===== src/srs_cfg.svh =====
`ifndef SRS_CFG_SVH
`define SRS_CFG_SVH

// register indices; byte address is four times the index
`define SRS_IDX_MODE      6'h00
`define SRS_IDX_FUNC      6'h01
`define SRS_IDX_TUNE      6'h02
`define SRS_IDX_SPD1      6'h08
`define SRS_IDX_SPD2      6'h09
`define SRS_IDX_SPD3      6'h0a
`define SRS_IDX_ACC       6'h0b
`define SRS_IDX_DEC       6'h0c
`define SRS_IDX_SCRV      6'h0d
`define SRS_IDX_STAT      6'h10
`define SRS_IDX_DROOP     6'h11
`define SRS_IDX_SPEED     6'h12

// reset values
`define SRS_RST_MODE      16'h0000
`define SRS_RST_FUNC      16'h0002
`define SRS_RST_TUNE      16'h0105
`define SRS_RST_SPD1      16'h0064
`define SRS_RST_SPD2      16'h01f4
`define SRS_RST_SPD3      16'h03e8
`define SRS_RST_ACC       16'h0000
`define SRS_RST_DEC       16'h0000
`define SRS_RST_SCRV      16'h0000

// field positions
`define SRS_MODE_SPEED_BIT 0
`define SRS_FUNC_FILT_MSB  3
`define SRS_FUNC_FILT_LSB  0
`define SRS_TUNE_LVL_MSB   3
`define SRS_TUNE_LVL_LSB   0

// bus answers
`define SRS_RESP_OKAY     2'h0
`define SRS_RESP_SLVERR   2'h2

// timing
`define SRS_CLK_MHZ       200
`define SRS_FILT_NS       3555000
`define SRS_MS_NS         1000000
`define SRS_DISP_MS       2000
`define SRS_RATED_RPM     3000

`endif


===== src/srs_pkg.sv =====
package srs_pkg;

   // filtered discrete inputs, one bit each
   typedef struct packed {
      logic servo_enable;
      logic fwd_travel_limit;
      logic rev_travel_limit;
      logic emergency_halt;
      logic fwd_run;
      logic rev_run;
      logic speed_pick1;
      logic speed_pick0;
   } srs_inputs_t;

   // run state of the output stage
   typedef enum logic [1:0] {
      SRS_UNPOWERED,
      SRS_COAST,
      SRS_LOCKED,
      SRS_BRAKED
   } srs_run_t;

   // drive outputs towards the power stage
   typedef struct packed {
      logic base_on;
      logic dyn_brake;
      logic servo_lock;
      logic brake_release;
   } srs_drive_t;

   // state of one input filter
   typedef struct packed {
      logic        meta;
      logic        sync;
      logic        stable;
      logic [23:0] cnt;
   } srs_filt_t;

endpackage


===== src/srs_in_filter.sv =====
`timescale 1ns/1ps
`default_nettype none

module srs_in_filter
   import srs_pkg::*;
#(
   parameter logic [23:0] FILT_CYC = 24'h0ad958
) (
   input  wire logic aclk,
   input  wire logic aresetn,
   input  wire logic bypass,
   input  wire logic pin,
   output logic      filt
);

   srs_filt_t st;
   srs_filt_t next_st;

   // two-flop synchroniser, then a stability counter
   always_comb begin
      next_st      = st;
      next_st.meta = pin;
      next_st.sync = st.meta;
      if (bypass || st.sync == st.stable) begin
         next_st.cnt    = 24'h0;
         next_st.stable = st.sync;
      end else if (24'(st.cnt + 24'h1) >= FILT_CYC) begin
         next_st.cnt    = 24'h0;
         next_st.stable = st.sync; // RL16
      end else begin
         next_st.cnt = 24'(st.cnt + 24'h1);
      end
   end

   always_ff @(posedge aclk) begin
      if (!aresetn) begin
         st <= '0;
      end else begin
         st <= next_st;
      end
   end

   assign filt = st.stable;

endmodule // srs_in_filter

`default_nettype wire


===== src/srs_sequencer.sv =====
// Notes on behaviour
// RL1: servo-on after power gives ready, motor locked
// RL2: controller powers up before raising servo-on
// RL3: servo-on is a contact to input common
// RL4: position mode follows the command pulse train
// RL5: servo-on off: output stage off, coasting
// RL6: alarm: output stage off, dynamic brake
// RL7: emergency off: brake, raise halt warning
// RL8: position limit: clear error, lock, reverse allowed
// RL9: speed limit: sudden stop, lock, reverse allowed
// RL10: both starts equal: ramped deceleration to stop
// RL11: sudden stop means zero deceleration time
// RL12: forward start counter-clockwise, reverse start clockwise
// RL13: speed picks choose stored speeds one to three
// RL14: ramps use accel, decel constants; S-curve zero
// RL15: mode and function writes apply after power cycle
// RL16: inputs filtered 3.555 ms, selected by function
// RL17: display shows symbol, value two seconds later
// RL18: gain tuning uses stored response level
// RL19: control mode valid only after power cycle
// RL20: alarm and emergency outrank limit, start stops
`include "srs_cfg.svh"
`timescale 1ns/1ps
`default_nettype none

module srs_sequencer
   import srs_pkg::*;
#(
   parameter logic [23:0] FILT_CYC  = 24'(`SRS_FILT_NS * `SRS_CLK_MHZ / 1000),
   parameter logic [31:0] MS_CYC    = 32'(`SRS_MS_NS * `SRS_CLK_MHZ / 1000),
   parameter logic [31:0] DISP_CYC  = 32'(`SRS_DISP_MS * (`SRS_MS_NS / 1000) * `SRS_CLK_MHZ),
   parameter logic [15:0] RATED_RPM = 16'(`SRS_RATED_RPM)
) (
   input  wire logic        aclk,
   input  wire logic        aresetn,
   input  wire logic [7:0]  s_axi_awaddr,
   input  wire logic        s_axi_awvalid,
   output logic             s_axi_awready,
   input  wire logic [31:0] s_axi_wdata,
   input  wire logic [3:0]  s_axi_wstrb,
   input  wire logic        s_axi_wvalid,
   output logic             s_axi_wready,
   output logic [1:0]       s_axi_bresp,
   output logic             s_axi_bvalid,
   input  wire logic        s_axi_bready,
   input  wire logic [7:0]  s_axi_araddr,
   input  wire logic        s_axi_arvalid,
   output logic             s_axi_arready,
   output logic [31:0]      s_axi_rdata,
   output logic [1:0]       s_axi_rresp,
   output logic             s_axi_rvalid,
   input  wire logic        s_axi_rready,
   input  wire logic        power_good_in,
   input  wire logic        servo_enable_in,
   input  wire logic        fwd_travel_limit_in,
   input  wire logic        rev_travel_limit_in,
   input  wire logic        emergency_halt_in,
   input  wire logic        fwd_run_in,
   input  wire logic        rev_run_in,
   input  wire logic        speed_pick_bit0,
   input  wire logic        speed_pick_bit1,
   input  wire logic        cmd_pulse_in,
   input  wire logic        cmd_dir_in,
   input  wire logic        alarm_in,
   output srs_drive_t       drive,
   output logic             brake_interlock_out,
   output logic             halt_warning_code,
   output logic             motor_step,
   output logic             motor_dir,
   output logic [15:0]      speed_cmd,
   output logic [3:0]       tune_level,
   output logic             tune_active,
   output logic             display_speed_symbol,
   output logic             display_show_value
);

   typedef struct packed {
      logic               aw_held;
      logic               w_held;
      logic [5:0]         waddr;
      logic [31:0]        wdata;
      logic [3:0]         wstrb;
      logic               bvalid;
      logic [1:0]         bresp;
      logic               rvalid;
      logic [1:0]         rresp;
      logic [31:0]        rdata;
      logic [15:0]        mode_pend;
      logic [15:0]        func_pend;
      logic [15:0]        mode_act;
      logic [15:0]        func_act;
      logic [15:0]        tune;
      logic [15:0]        spd1;
      logic [15:0]        spd2;
      logic [15:0]        spd3;
      logic [15:0]        acc_tc;
      logic [15:0]        dec_tc;
      logic [15:0]        scrv_tc;
      logic               pwr_m;
      logic               pwr_s;
      logic               pwr_d;
      logic               pulse_m;
      logic               pulse_s;
      logic               pulse_d;
      logic               dir_m;
      logic               dir_s;
      srs_run_t           run;
      logic signed [15:0] droop;
      logic               step;
      logic               step_dir;
      logic signed [15:0] speed;
      logic [47:0]        ramp_acc;
      logic [31:0]        disp_cnt;
      logic               disp_value;
   } srs_state_t;

   srs_state_t         st;
   srs_state_t         next_st;
   srs_inputs_t        in;
   logic [7:0]         pin_vec;
   logic [7:0]         filt_vec;
   logic               filt_bypass;
   logic               speed_mode;
   logic               pwr_rise;
   logic               fwd_ok;
   logic               rev_ok;
   logic [14:0]        pick_mag;
   logic signed [15:0] target;
   logic signed [15:0] drp;
   logic               sudden;
   logic               accel;
   logic [15:0]        tc;
   logic [47:0]        thr;
   logic [47:0]        acc_sum;

   // discrete inputs in the order of the input struct
   assign pin_vec     = {servo_enable_in, fwd_travel_limit_in, rev_travel_limit_in, emergency_halt_in,
                         fwd_run_in, rev_run_in, speed_pick_bit1, speed_pick_bit0};
   assign filt_bypass = (st.func_act[`SRS_FUNC_FILT_MSB:`SRS_FUNC_FILT_LSB] == 4'h0);
   assign in          = srs_inputs_t'(filt_vec);

   // one synchronising filter per input
   for (genvar i = 0; i < 8; i++) begin : g_filt
      srs_in_filter #(
         .FILT_CYC (FILT_CYC)
      ) u_filt (
         .aclk    (aclk),
         .aresetn (aresetn),
         .bypass  (filt_bypass),
         .pin     (pin_vec[i]),
         .filt    (filt_vec[i])
      );
   end

   function automatic logic [15:0] merge16(input logic [15:0] old, input logic [31:0] d, input logic [3:0] s);
      merge16 = {s[1] ? d[15:8] : old[15:8], s[0] ? d[7:0] : old[7:0]};
   endfunction

   assign speed_mode = st.mode_act[`SRS_MODE_SPEED_BIT];
   assign pwr_rise   = st.pwr_s && !st.pwr_d;
   assign fwd_ok     = in.fwd_travel_limit;
   assign rev_ok     = in.rev_travel_limit;

   // speed target from picks and start inputs
   always_comb begin
      unique case ({in.speed_pick1, in.speed_pick0})
         2'h0: pick_mag = 15'h0;
         2'h1: pick_mag = st.spd1[14:0]; // RL13
         2'h2: pick_mag = st.spd2[14:0]; // RL13
         2'h3: pick_mag = st.spd3[14:0]; // RL13
      endcase
      target = 16'sh0; // RL10
      if (in.fwd_run && !in.rev_run) begin
         target = $signed({1'b0, pick_mag}); // RL12
      end else if (in.rev_run && !in.fwd_run) begin
         target = 16'(-$signed({1'b0, pick_mag})); // RL12
      end
      sudden = (!fwd_ok && (target > 0 || st.speed > 0)) || (!rev_ok && (target < 0 || st.speed < 0));
      if (!fwd_ok && target > 0) begin
         target = 16'sh0; // RL9
      end
      if (!rev_ok && target < 0) begin
         target = 16'sh0; // RL9
      end
      accel = (target > 0 && target > st.speed && st.speed >= 0) ||
              (target < 0 && target < st.speed && st.speed <= 0);
      tc      = sudden ? 16'h0 : (accel ? st.acc_tc : st.dec_tc); // RL11 RL14
      thr     = {32'h0, tc} * {16'h0, MS_CYC};
      acc_sum = 48'(st.ramp_acc + {32'h0, RATED_RPM});
   end

   // bus, power latch, run state, position and speed paths
   always_comb begin
      next_st         = st;
      next_st.pwr_m   = power_good_in;
      next_st.pwr_s   = st.pwr_m;
      next_st.pwr_d   = st.pwr_s;
      next_st.pulse_m = cmd_pulse_in;
      next_st.pulse_s = st.pulse_m;
      next_st.pulse_d = st.pulse_s;
      next_st.dir_m   = cmd_dir_in;
      next_st.dir_s   = st.dir_m;
      drp             = st.droop;

      // write address and data may arrive in either order
      if (s_axi_awvalid && s_axi_awready) begin
         next_st.aw_held = 1'b1;
         next_st.waddr   = s_axi_awaddr[7:2];
      end
      if (s_axi_wvalid && s_axi_wready) begin
         next_st.w_held = 1'b1;
         next_st.wdata  = s_axi_wdata;
         next_st.wstrb  = s_axi_wstrb;
      end
      if (st.bvalid && s_axi_bready) begin
         next_st.bvalid = 1'b0;
      end
      if (st.aw_held && st.w_held) begin
         next_st.aw_held = 1'b0;
         next_st.w_held  = 1'b0;
         next_st.bvalid  = 1'b1;
         next_st.bresp   = `SRS_RESP_OKAY;
         case (st.waddr)
            `SRS_IDX_MODE:  next_st.mode_pend = merge16(st.mode_pend, st.wdata, st.wstrb); // RL15
            `SRS_IDX_FUNC:  next_st.func_pend = merge16(st.func_pend, st.wdata, st.wstrb); // RL15
            `SRS_IDX_TUNE:  next_st.tune      = merge16(st.tune, st.wdata, st.wstrb);
            `SRS_IDX_SPD1:  next_st.spd1      = merge16(st.spd1, st.wdata, st.wstrb);
            `SRS_IDX_SPD2:  next_st.spd2      = merge16(st.spd2, st.wdata, st.wstrb);
            `SRS_IDX_SPD3:  next_st.spd3      = merge16(st.spd3, st.wdata, st.wstrb);
            `SRS_IDX_ACC:   next_st.acc_tc    = merge16(st.acc_tc, st.wdata, st.wstrb);
            `SRS_IDX_DEC:   next_st.dec_tc    = merge16(st.dec_tc, st.wdata, st.wstrb);
            `SRS_IDX_SCRV:  next_st.scrv_tc   = merge16(st.scrv_tc, st.wdata, st.wstrb);
            `SRS_IDX_STAT, `SRS_IDX_DROOP, `SRS_IDX_SPEED: next_st.bresp = `SRS_RESP_OKAY;
            default:        next_st.bresp     = `SRS_RESP_SLVERR;
         endcase
      end

      // read answers one cycle after the address is taken
      if (st.rvalid && s_axi_rready) begin
         next_st.rvalid = 1'b0;
      end
      if (s_axi_arvalid && s_axi_arready) begin
         next_st.rvalid = 1'b1;
         next_st.rresp  = `SRS_RESP_OKAY;
         case (s_axi_araddr[7:2])
            `SRS_IDX_MODE:  next_st.rdata = {16'h0, st.mode_pend};
            `SRS_IDX_FUNC:  next_st.rdata = {16'h0, st.func_pend};
            `SRS_IDX_TUNE:  next_st.rdata = {16'h0, st.tune};
            `SRS_IDX_SPD1:  next_st.rdata = {16'h0, st.spd1};
            `SRS_IDX_SPD2:  next_st.rdata = {16'h0, st.spd2};
            `SRS_IDX_SPD3:  next_st.rdata = {16'h0, st.spd3};
            `SRS_IDX_ACC:   next_st.rdata = {16'h0, st.acc_tc};
            `SRS_IDX_DEC:   next_st.rdata = {16'h0, st.dec_tc};
            `SRS_IDX_SCRV:  next_st.rdata = {16'h0, st.scrv_tc};
            `SRS_IDX_STAT:  next_st.rdata = {18'h0, st.pwr_s, st.disp_value, !in.emergency_halt,
                                             speed_mode, 2'(st.run), filt_vec};
            `SRS_IDX_DROOP: next_st.rdata = {{16{st.droop[15]}}, st.droop};
            `SRS_IDX_SPEED: next_st.rdata = {{16{st.speed[15]}}, st.speed};
            default: begin
               next_st.rdata = 32'h0;
               next_st.rresp = `SRS_RESP_SLVERR;
            end
         endcase
      end

      // mode and function settings are taken only when power comes up
      if (pwr_rise) begin
         next_st.mode_act = st.mode_pend; // RL15 RL19
         next_st.func_act = st.func_pend; // RL15 RL16
      end

      // stop priority: power, then alarm or emergency, then servo-on
      if (!st.pwr_s) begin
         next_st.run = SRS_UNPOWERED; // RL2
      end else if (alarm_in || !in.emergency_halt) begin
         next_st.run = SRS_BRAKED; // RL6 RL7 RL20
      end else if (!in.servo_enable) begin
         next_st.run = SRS_COAST; // RL5
      end else begin
         next_st.run = SRS_LOCKED; // RL1
      end

      // position mode: accumulate pulses, drain by motor steps
      next_st.step = 1'b0;
      if (st.run == SRS_LOCKED && !speed_mode) begin
         if (st.pulse_s && !st.pulse_d && (st.dir_s ? fwd_ok : rev_ok)) begin
            drp = st.dir_s ? 16'(drp + 16'sh1) : 16'(drp - 16'sh1); // RL4
         end
         if ((!fwd_ok && drp > 0) || (!rev_ok && drp < 0)) begin
            drp = 16'sh0; // RL8
         end
         if (!st.step && drp != 0) begin
            next_st.step     = 1'b1;
            next_st.step_dir = (drp > 0);
            drp              = (drp > 0) ? 16'(drp - 16'sh1) : 16'(drp + 16'sh1);
         end
      end else begin
         drp = 16'sh0;
      end
      next_st.droop = drp;

      // speed mode: ramp towards the target
      if (st.run == SRS_LOCKED && speed_mode) begin
         if (tc == 16'h0 || st.speed == target) begin
            next_st.speed    = target; // RL11
            next_st.ramp_acc = 48'h0;
         end else if (acc_sum >= thr) begin
            next_st.ramp_acc = 48'(acc_sum - thr); // RL14
            next_st.speed    = (st.speed < target) ? 16'(st.speed + 16'sh1) : 16'(st.speed - 16'sh1);
         end else begin
            next_st.ramp_acc = acc_sum;
         end
      end else begin
         next_st.speed    = 16'sh0;
         next_st.ramp_acc = 48'h0;
      end

      // display: symbol at power-up, value two seconds on
      if (!st.pwr_s || pwr_rise) begin
         next_st.disp_cnt   = 32'h0;
         next_st.disp_value = 1'b0;
      end else if (!st.disp_value) begin
         if (st.disp_cnt == 32'(DISP_CYC - 32'h1)) begin
            next_st.disp_value = 1'b1; // RL17
         end else begin
            next_st.disp_cnt = 32'(st.disp_cnt + 32'h1);
         end
      end
   end

   always_ff @(posedge aclk) begin
      if (!aresetn) begin
         st           <= '0;
         st.run       <= SRS_UNPOWERED;
         st.mode_pend <= `SRS_RST_MODE;
         st.func_pend <= `SRS_RST_FUNC;
         st.mode_act  <= `SRS_RST_MODE;
         st.func_act  <= `SRS_RST_FUNC;
         st.tune      <= `SRS_RST_TUNE;
         st.spd1      <= `SRS_RST_SPD1;
         st.spd2      <= `SRS_RST_SPD2;
         st.spd3      <= `SRS_RST_SPD3;
         st.acc_tc    <= `SRS_RST_ACC;
         st.dec_tc    <= `SRS_RST_DEC;
         st.scrv_tc   <= `SRS_RST_SCRV;
      end else begin
         st <= next_st;
      end
   end

   // bus handshakes and outputs
   assign s_axi_awready = !st.aw_held && !st.bvalid;
   assign s_axi_wready  = !st.w_held && !st.bvalid;
   assign s_axi_bvalid  = st.bvalid;
   assign s_axi_bresp   = st.bresp;
   assign s_axi_arready = !st.rvalid;
   assign s_axi_rvalid  = st.rvalid;
   assign s_axi_rresp   = st.rresp;
   assign s_axi_rdata   = st.rdata;

   assign drive.base_on       = (st.run == SRS_LOCKED);
   assign drive.dyn_brake     = (st.run == SRS_BRAKED); // RL6 RL7
   assign drive.servo_lock    = (st.run == SRS_LOCKED); // RL1
   assign drive.brake_release = (st.run == SRS_LOCKED);
   assign brake_interlock_out = (st.run == SRS_LOCKED);
   assign halt_warning_code   = st.pwr_d && (st.run == SRS_BRAKED) && !in.emergency_halt; // RL7
   assign motor_step          = st.step;
   assign motor_dir           = st.step_dir;
   assign speed_cmd           = st.speed;
   assign tune_level          = st.tune[`SRS_TUNE_LVL_MSB:`SRS_TUNE_LVL_LSB]; // RL18
   assign tune_active         = (st.run == SRS_LOCKED); // RL18
   assign display_speed_symbol = speed_mode;
   assign display_show_value  = st.disp_value;
endmodule // srs_sequencer

`default_nettype wire


===== config.mk =====
export PLATFORM = sky130hd
export DESIGN_NAME = srs_sequencer
export DESIGN_NICKNAME = d
export VERILOG_FILES = /design/src/srs_pkg.sv /design/src/srs_in_filter.sv /design/src/srs_sequencer.sv
export VERILOG_INCLUDE_DIRS = /design/src
export SDC_FILE = /design/constraint.sdc
export NUM_CORES = 2
export LEC_CHECK = 0
export BUFFER_PORTS_ARGS = -buffer_cell sky130_fd_sc_hd__buf_2
export CAP_MARGIN = 20
export CELL_PAD_IN_SITES_DETAIL_PLACEMENT = 2
export CELL_PAD_IN_SITES_GLOBAL_PLACEMENT = 2
export CORE_ASPECT_RATIO = 0.6
export CORE_UTILIZATION = 30
export DETAILED_ROUTE_END_ITERATION = 10
export HOLD_SLACK_MARGIN = 0.15
export PLACE_DENSITY = 0.68
export SYNTH_ARGS = -nofsm -noshare
export SYNTH_HDL_FRONTEND = slang
export SYNTH_SLANG_ARGS = --single-unit

===== constraint.sdc =====
create_clock -name aclk -period 17.8 [get_ports aclk]
set_input_delay 1.78 -clock aclk [delete_from_list [all_inputs] [get_ports aclk]]
set_output_delay 1.78 -clock aclk [all_outputs]
set_load 0.1 [all_outputs]

==> Word-level counts from Yosys, hierarchy flattened <==
Index checks and enable logic that the tools add are counted.
Widths: inputs -> output; s select.
{ "totals": {"register_bits": 554, "in_bits": 71, "out_inout_bits": 72} }
{ "classes": {"n_addsub": 18, "multipliers": 1, "magnitude_cmp": 24, "n_eq_ne": 37, "muxes": 55, "bitwise": 4, "n_reduce_logical": 111} }
{ "op_table": {"columns": ["cell", "count"], "rows": [
  ["$pmux 32 s12", 1],
  ["$mux 16", 15],
  ["$mux 25", 8],
  ["$add 24x1->24 const B", 8],
  ["$ge 24x20->1 const B", 8],
  ["$mux 24", 8],
  ["$gt 16x1->1 const B", 5],
  ["$lt 16x1->1 const B", 5],
  ["$eq 6x4->1 const B", 12],
  ["$mux 64", 1],
  ["$pmux 15 s4", 1],
  ["$reduce_and 3->1", 18],
  ["$add 16x2->16 const B", 3],
  ["$add 48x12->48 const B", 1],
  ["$ge 48x34->1", 1],
  ["$mux 48", 1],
  ["$sub 16x2->16 const B", 3],
  ["$sub 48x34->48", 1],
  ["$eq 6x5->1 const B", 6],
  ["$mux 35", 1],
  ["$add 32x1->32 const B", 1],
  ["$eq 32x29->1 const B", 1],
  ["$lt 16x16->1", 2],
  ["$reduce_bool 32->1", 1],
  ["27 further kinds", 138]
]} }

==> Depth between registers and ports, before layout <==
{ "depth": {"word_depth": 21, "mapped_depth": 67} }

==> By module <==
A second synthesis with hierarchy kept.
{ "unflattened": {"cells_unflattened": 4269, "hier_area_um2": 35562.9} }
{ "by_module_without_submodules": {"columns": ["module", "n_inst", "cells_per_inst", "area_per_inst_um2", "seq_area_each_um2"], "rows": [
  ["srs_sequencer", 1, 2853, 23621.4, 6366.1],
  ["srs_in_filter", 8, 177, 1492.7, 540.5]
]} }

==> Worst setup path after synthesis <==
Ideal clock, no wire load.
{ "synth_timing": {"path_type": "reg2reg", "start": "register g_filt[0].u_filt.st, in the netlist g_filt[0].u_filt.filt", "end": "register st, in the netlist speed_cmd[1]", "arrival_time_ns": 14.018, "required_time_ns": 17.675, "slack_ns": 3.657, "stages_incl_launch_ff": 66, "path_cell_list": "dfxtp_1 buf_6 mux2_2 a22oi_1 ha_1 inv_1 a221o_1 nor4_4 or4b_1 xnor2_2 a211oi_1 nand4b_1 o31ai_1 a21boi_1 clkbuf_1 nand2_1 ha_1 nor2b_1 [... 30 more ...] o21ai_0 or4_1 a31oi_1 xor2_1 ha_1 nand2_1 nor2_1 a21oi_1 a21bo_2 or3_1 o221a_2 o21ai_0 and3b_1 o31ai_4 buf_4 mux2_2 a21oi_1 nor2_1"} }
{ "synth_between": {"elab_chain_cells": 20, "elab_cells_between_ends": 41} }
{ "synth_lines": {"columns": ["element", "line_no", "source"], "rows": [
  ["from (decl)", "srs_in_filter.sv:16", "srs_filt_t st;"],
  ["from (signal assigned)", "srs_in_filter.sv:39", "st <= next_st;"],
  ["$eq 2x2->1, or another cell as far along", "srs_sequencer.sv:166", "unique case ({in.speed_pick1, in.speed_pick0})"],
  ["$pmux 15 s4 (*)", "srs_sequencer.sv:166", null],
  ["$neg 15->16", "srs_sequencer.sv:176", "target = 16'(-$signed({1'b0, pick_mag}));"],
  ["$mux 16", "srs_sequencer.sv:175", "end else if (in.rev_run && !in.fwd_run) begin"],
  ["$mux 16 (*)", "srs_sequencer.sv:173", "if (in.fwd_run && !in.rev_run) begin"],
  ["$gt 16x1->1", "srs_sequencer.sv:178, srs_sequencer.sv:179", null],
  ["$logic_and 1x1->1", "srs_sequencer.sv:179", "if (!fwd_ok && target > 0) begin"],
  ["$mux 16", "srs_sequencer.sv:179", null],
  ["[... 2 more ...]", null, null],
  ["$mux 16", "srs_sequencer.sv:182", "if (!rev_ok && target < 0) begin"],
  ["$gt 16x1->1, or another cell as far along", "srs_sequencer.sv:185", "accel = (target > 0 && target > st.speed && st.speed >= 0) ||"],
  ["$logic_and 1x1->1, on equally long branches (2 in series)", "srs_sequencer.sv:185, srs_sequencer.sv:186", null],
  ["$logic_or 1x1->1", "srs_sequencer.sv:185", null],
  ["$mux 16 (2 in series)", "srs_sequencer.sv:187", "tc = sudden ? 16'h0 : (accel ? st.acc_tc : st.dec_tc);"],
  ["$mul 16x12->28 / $logic_not 16->1 (equally long branches)", "srs_sequencer.sv:188, srs_sequencer.sv:304", null],
  ["$ge 48x34->1 / $logic_or 1x1->1 (equally long branches)", "srs_sequencer.sv:307, srs_sequencer.sv:304", null],
  ["$reduce_bool 2->1 (no line) / $mux 64 (equally long branches)", null, null],
  ["to (signal assigned)", "srs_sequencer.sv:347", "st <= next_st;"],
  ["to (decl)", "srs_sequencer.sv:117", "srs_state_t st;"]
]} }
Mark *: on every way between the ends. The rest lies on a longest branch, timed or not. The select of a mux whose other input is x is not followed.
A chain may end at the register's enable or synchronous reset.

==> Final worst setup path <==
{ "layout_timing": {"start": "register g_filt[0].u_filt.st, in the netlist g_filt[0].u_filt.filt", "end": "register st, in the netlist speed_cmd[3]"} }
The elaborated chain is that of the path after synthesis.

==> impl_metrics.tcl <==
set metrics [dict create \
    fin_util_pct 34.01 \
    min_period_over_period_pct 93.48 \
    start_util_pct 30.43 \
    peakVddDrop_mv 0.07553 \
    startpoint_type "register" \
    yosys.area.top_type "dfxtp_1" \
    seq_power_share_pct 46.1 \
    powerDensity_mw_per_mm2 71.08 \
    clkLatencyLatePin_ns 0.66 \
    crit_type "reg -> reg" \
    fillerInstances 12591 \
    drv_cap 0 \
    synth-seq-cells 534 \
    status "finished clean" \
    synth_most_common_cell "nor2_1" \
    cts_buffers 58 \
    avgSynthCellArea_um2 8.221 \
    gp_congestion 0.8495 \
    finalSetupViolations 0 \
    ys_seq_area_share_pct 31.87 \
    drive_gt1_share_pct 8.423 \
    root_buffer "clkbuf_16" \
    synth_area_mm2 0.03354 \
    rsz0062_at_grt "no" \
    switchingPower_w 0.0006776 \
    swShare_pct 25.44 \
    slew_headroom_pct 24.68 \
    core_area_mm2 0.1102 \
    clock_skew_ns 0.01937 \
    p_leak_nw 15.34 \
    clk_pin_slew_worst_paths_ns 0.06 \
    path_max_fanout 34 \
    vias 29511 \
    htree_levels 2 \
    cts.sink_count 534 \
    cts_hold_buf 0 \
    setup_tns_ns 0 \
    drc_errors 0 \
    synth_flop_cell "dfxtp_1" \
    finalHoldViolations 0 \
    ant_nets 0 \
    dr.pass1.iters 6 \
    fin_crit_ns 16.64 \
    post_drt_wl_per_cell_um 21.17 \
    ys.warnings.count 0 \
    die_y_um 261.0 \
    path_delay_family "compound AO/OA/AOI/OAI gates" \
    worst_ep_arrival_time_ns 17.17 \
    first_global_vias 29924 \
    grt_pass1_wl_um 183700 \
    crit_path_end_kind "register" \
    finalNetCount 4442 \
    combPwrFrac_pct 5.5 \
    cts_tree "done" \
    cp_num_buf_inv 6 \
    pwr-share-clk_pct 48.4 \
    die_area_mm2 0.1132 \
    via_per_inst 5.218 \
    p_int_w 0.001986 \
    gr-total-overflow 0 \
    synthTopCellsByCount "620 x nor2_1, 534 x dfxtp_1, 350 x nand2_1, 219 x a21oi_1, 212 x ha_1" \
    slowest_delay_ns 0.60 \
    critPathSlowestCell "dfxtp_1" \
    routed_wl_um 119700 \
    synth_top_area_share_pct 31.87 \
    grt_max_degree 72 \
    tightest_slew_ns 1.127 \
    critical_path_required_ns 18.33 \
    synth-edff-count 0 \
    rows 94 \
    multi_input_area_mm2 0.02118 \
    stdcell_area_mm2 0.03748 \
    ys_async_sr_fraction_pct 0 \
    grt_usage_pct 20.75 \
    drv_slew 0 \
    antenna_found_initial 8 \
    seq_area_mm2 0.01069 \
    die_w_um 433.7 \
    portBuffers 118 \
    netlist_instances 4080 \
    synth_cell_types 96 \
    cts.path.max_buffers 3 \
    ios 143 \
    netlist_top_cells_area "dfxtp_1 32%, ha_1 7.9%, nor2_1 6.9%" \
    drt_iter0_markers 1755 \
    placed_area_mm2 0.03539 \
    fmax_ghz 0.06010 \
    place_hpwl_um 91970 \
    syn2layout_area_growth_pct 11.74 \
    holdCritPathClass "reg -> reg" \
]
registers in the layout, indices dropped and copies added, names as in the netlist:
signal,cells
display_show_value,1
display_speed_symbol,1
g_filt.u_filt.filt,8
g_filt.u_filt.next_st,8
g_filt.u_filt.st,200
motor_dir,1
motor_step,1
next_st,5
s_axi_bresp,1
s_axi_bvalid,1
s_axi_rdata,17
s_axi_rresp,1
s_axi_rvalid,1
speed_cmd,16
st,268
tune_level,4
layout make-up:
class / instances / share of cell area (%)
antenna: 1 / 0.006677
clock buffer: 72 / 4.226
clock inverter: 35 / 1.068
inverter: 195 / 1.966
multi-input combinational: 3160 / 56.50
sequential: 534 / 28.52
tap: 1488 / 4.968
timing repair buffer: 171 / 2.738
through the flow:
stage,total power (W),instances,hold slack (ns),setup slack (ns)
finish,0.002664,5656,0.4373,1.161
global route,0.002768,5655,0.4646,0.2110
CTS,0.002710,5647,0.4409,0.7121
detailed placement,0.001398,5540,0.4260,0.7591
global placement,0.001395,5538,0.4231,1.091
floorplan,0.001344,4113,0.4119,3.657
cell families (layout without fill, tap and decap cells):
logic type      after synthesis  after routing  synth area share, %
buf+inv                     419            473                5.577
xor+xnor                    341            341                8.927
other cells                   1             35              0.01118
flops                       534            534                31.87
compound gates              692            692                13.63
mux                         235            235                7.256
fa+ha+maj                   252            252                10.27
simple gates               1606           1606                22.46
worst reg2reg max path: cells and delay by family (launching register included):
family,cells,cell delay (ns)
AO/OA/AOI/OAI,26,6.62
AND/OR/NAND/NOR,15,4.06
adder cells (fa/ha/maj),8,3.01
buffers and inverters,6,1.00
XOR/XNOR,3,0.71
flip-flops,1,0.60
multiplexers,2,0.53
routing by layer:
metal	wire (um)	global-route usage [%]	share of wire, %	up-vias
met5	13	0	0.011	-
met4	2225	4.427	1.9	2
met3	6656	3.544	5.6	128
met2	46630	28.75	39	465
met1	64180	32.66	54	14709
li1	-	-	-	14207
layout by cell type (no fill, tap or decap), drive strengths merged, types with 11 or more instances in the layout:
cell,Yosys,layout
nor3,76,76
or3,37,37
a21oi,220,220
a22oi,35,35
o21bai,20,20
dfxtp,534,534
o21ai,102,102
xor2,173,173
nor2,621,621
nand3b,11,11
and2,52,52
mux2,26,26
mux2i,206,206
nor4,26,26
and3,88,88
or2,16,16
a211oi,26,26
o31ai,13,13
a21o,44,44
fa,39,39
nor2b,28,28
a221oi,23,23
conb,1,34
buf,95,169
a222oi,20,20
nand4,57,57
o22ai,20,20
ha,212,212
inv,194,196
xnor2,168,168
and4,21,21
clkbuf,129,74
nand3,152,152
nor3b,11,11
a31oi,46,46
nand2b,29,29
a22o,22,22
o21a,14,14
nand2,350,350
clkinv,1,23
repair_timing:
item / 4_1_cts / 5_1_grt
gates resized for setup: 0 / 2
buffers inserted: 0 / 2
setup endpoints to repair: 0 / 29
power by group through the flow:
stage / combinational (W) / clock [W] / sequential [W]
floorplan: 0.000102 / 0 / 0.00124
global placement: 0.000141 / 0 / 0.00125
detailed placement: 0.000143 / 0 / 0.00125
CTS: 0.000144 / 0.00134 / 0.00123
global route: 0.000158 / 0.00138 / 0.00123
finish: 0.000145 / 0.00129 / 0.00123
final timing paths:
| check | endpoint | slack, ns | from | cells past startpoint |
|---|---|---|---|---|
| worst max-delay path | speed_cmd[3]$_SDFFE_PN0P_ | 1.16 | g_filt[0].u_filt.filt$_SDFFE_PN0P_ | 60 |
| worst min-delay path | g_filt[4].u_filt.st[25]$_SDFF_PN0_ | 0.44 | g_filt[4].u_filt.next_st[25]$_SDFF_PN0_ | 1 |
| worst min register to register | g_filt[4].u_filt.st[25]$_SDFF_PN0_ | 0.44 | g_filt[4].u_filt.next_st[25]$_SDFF_PN0_ | 1 |
| worst max register to register | speed_cmd[3]$_SDFFE_PN0P_ | 1.16 | g_filt[0].u_filt.filt$_SDFFE_PN0P_ | 60 |
No activity file was read; power rests on OpenSTA's default activity.
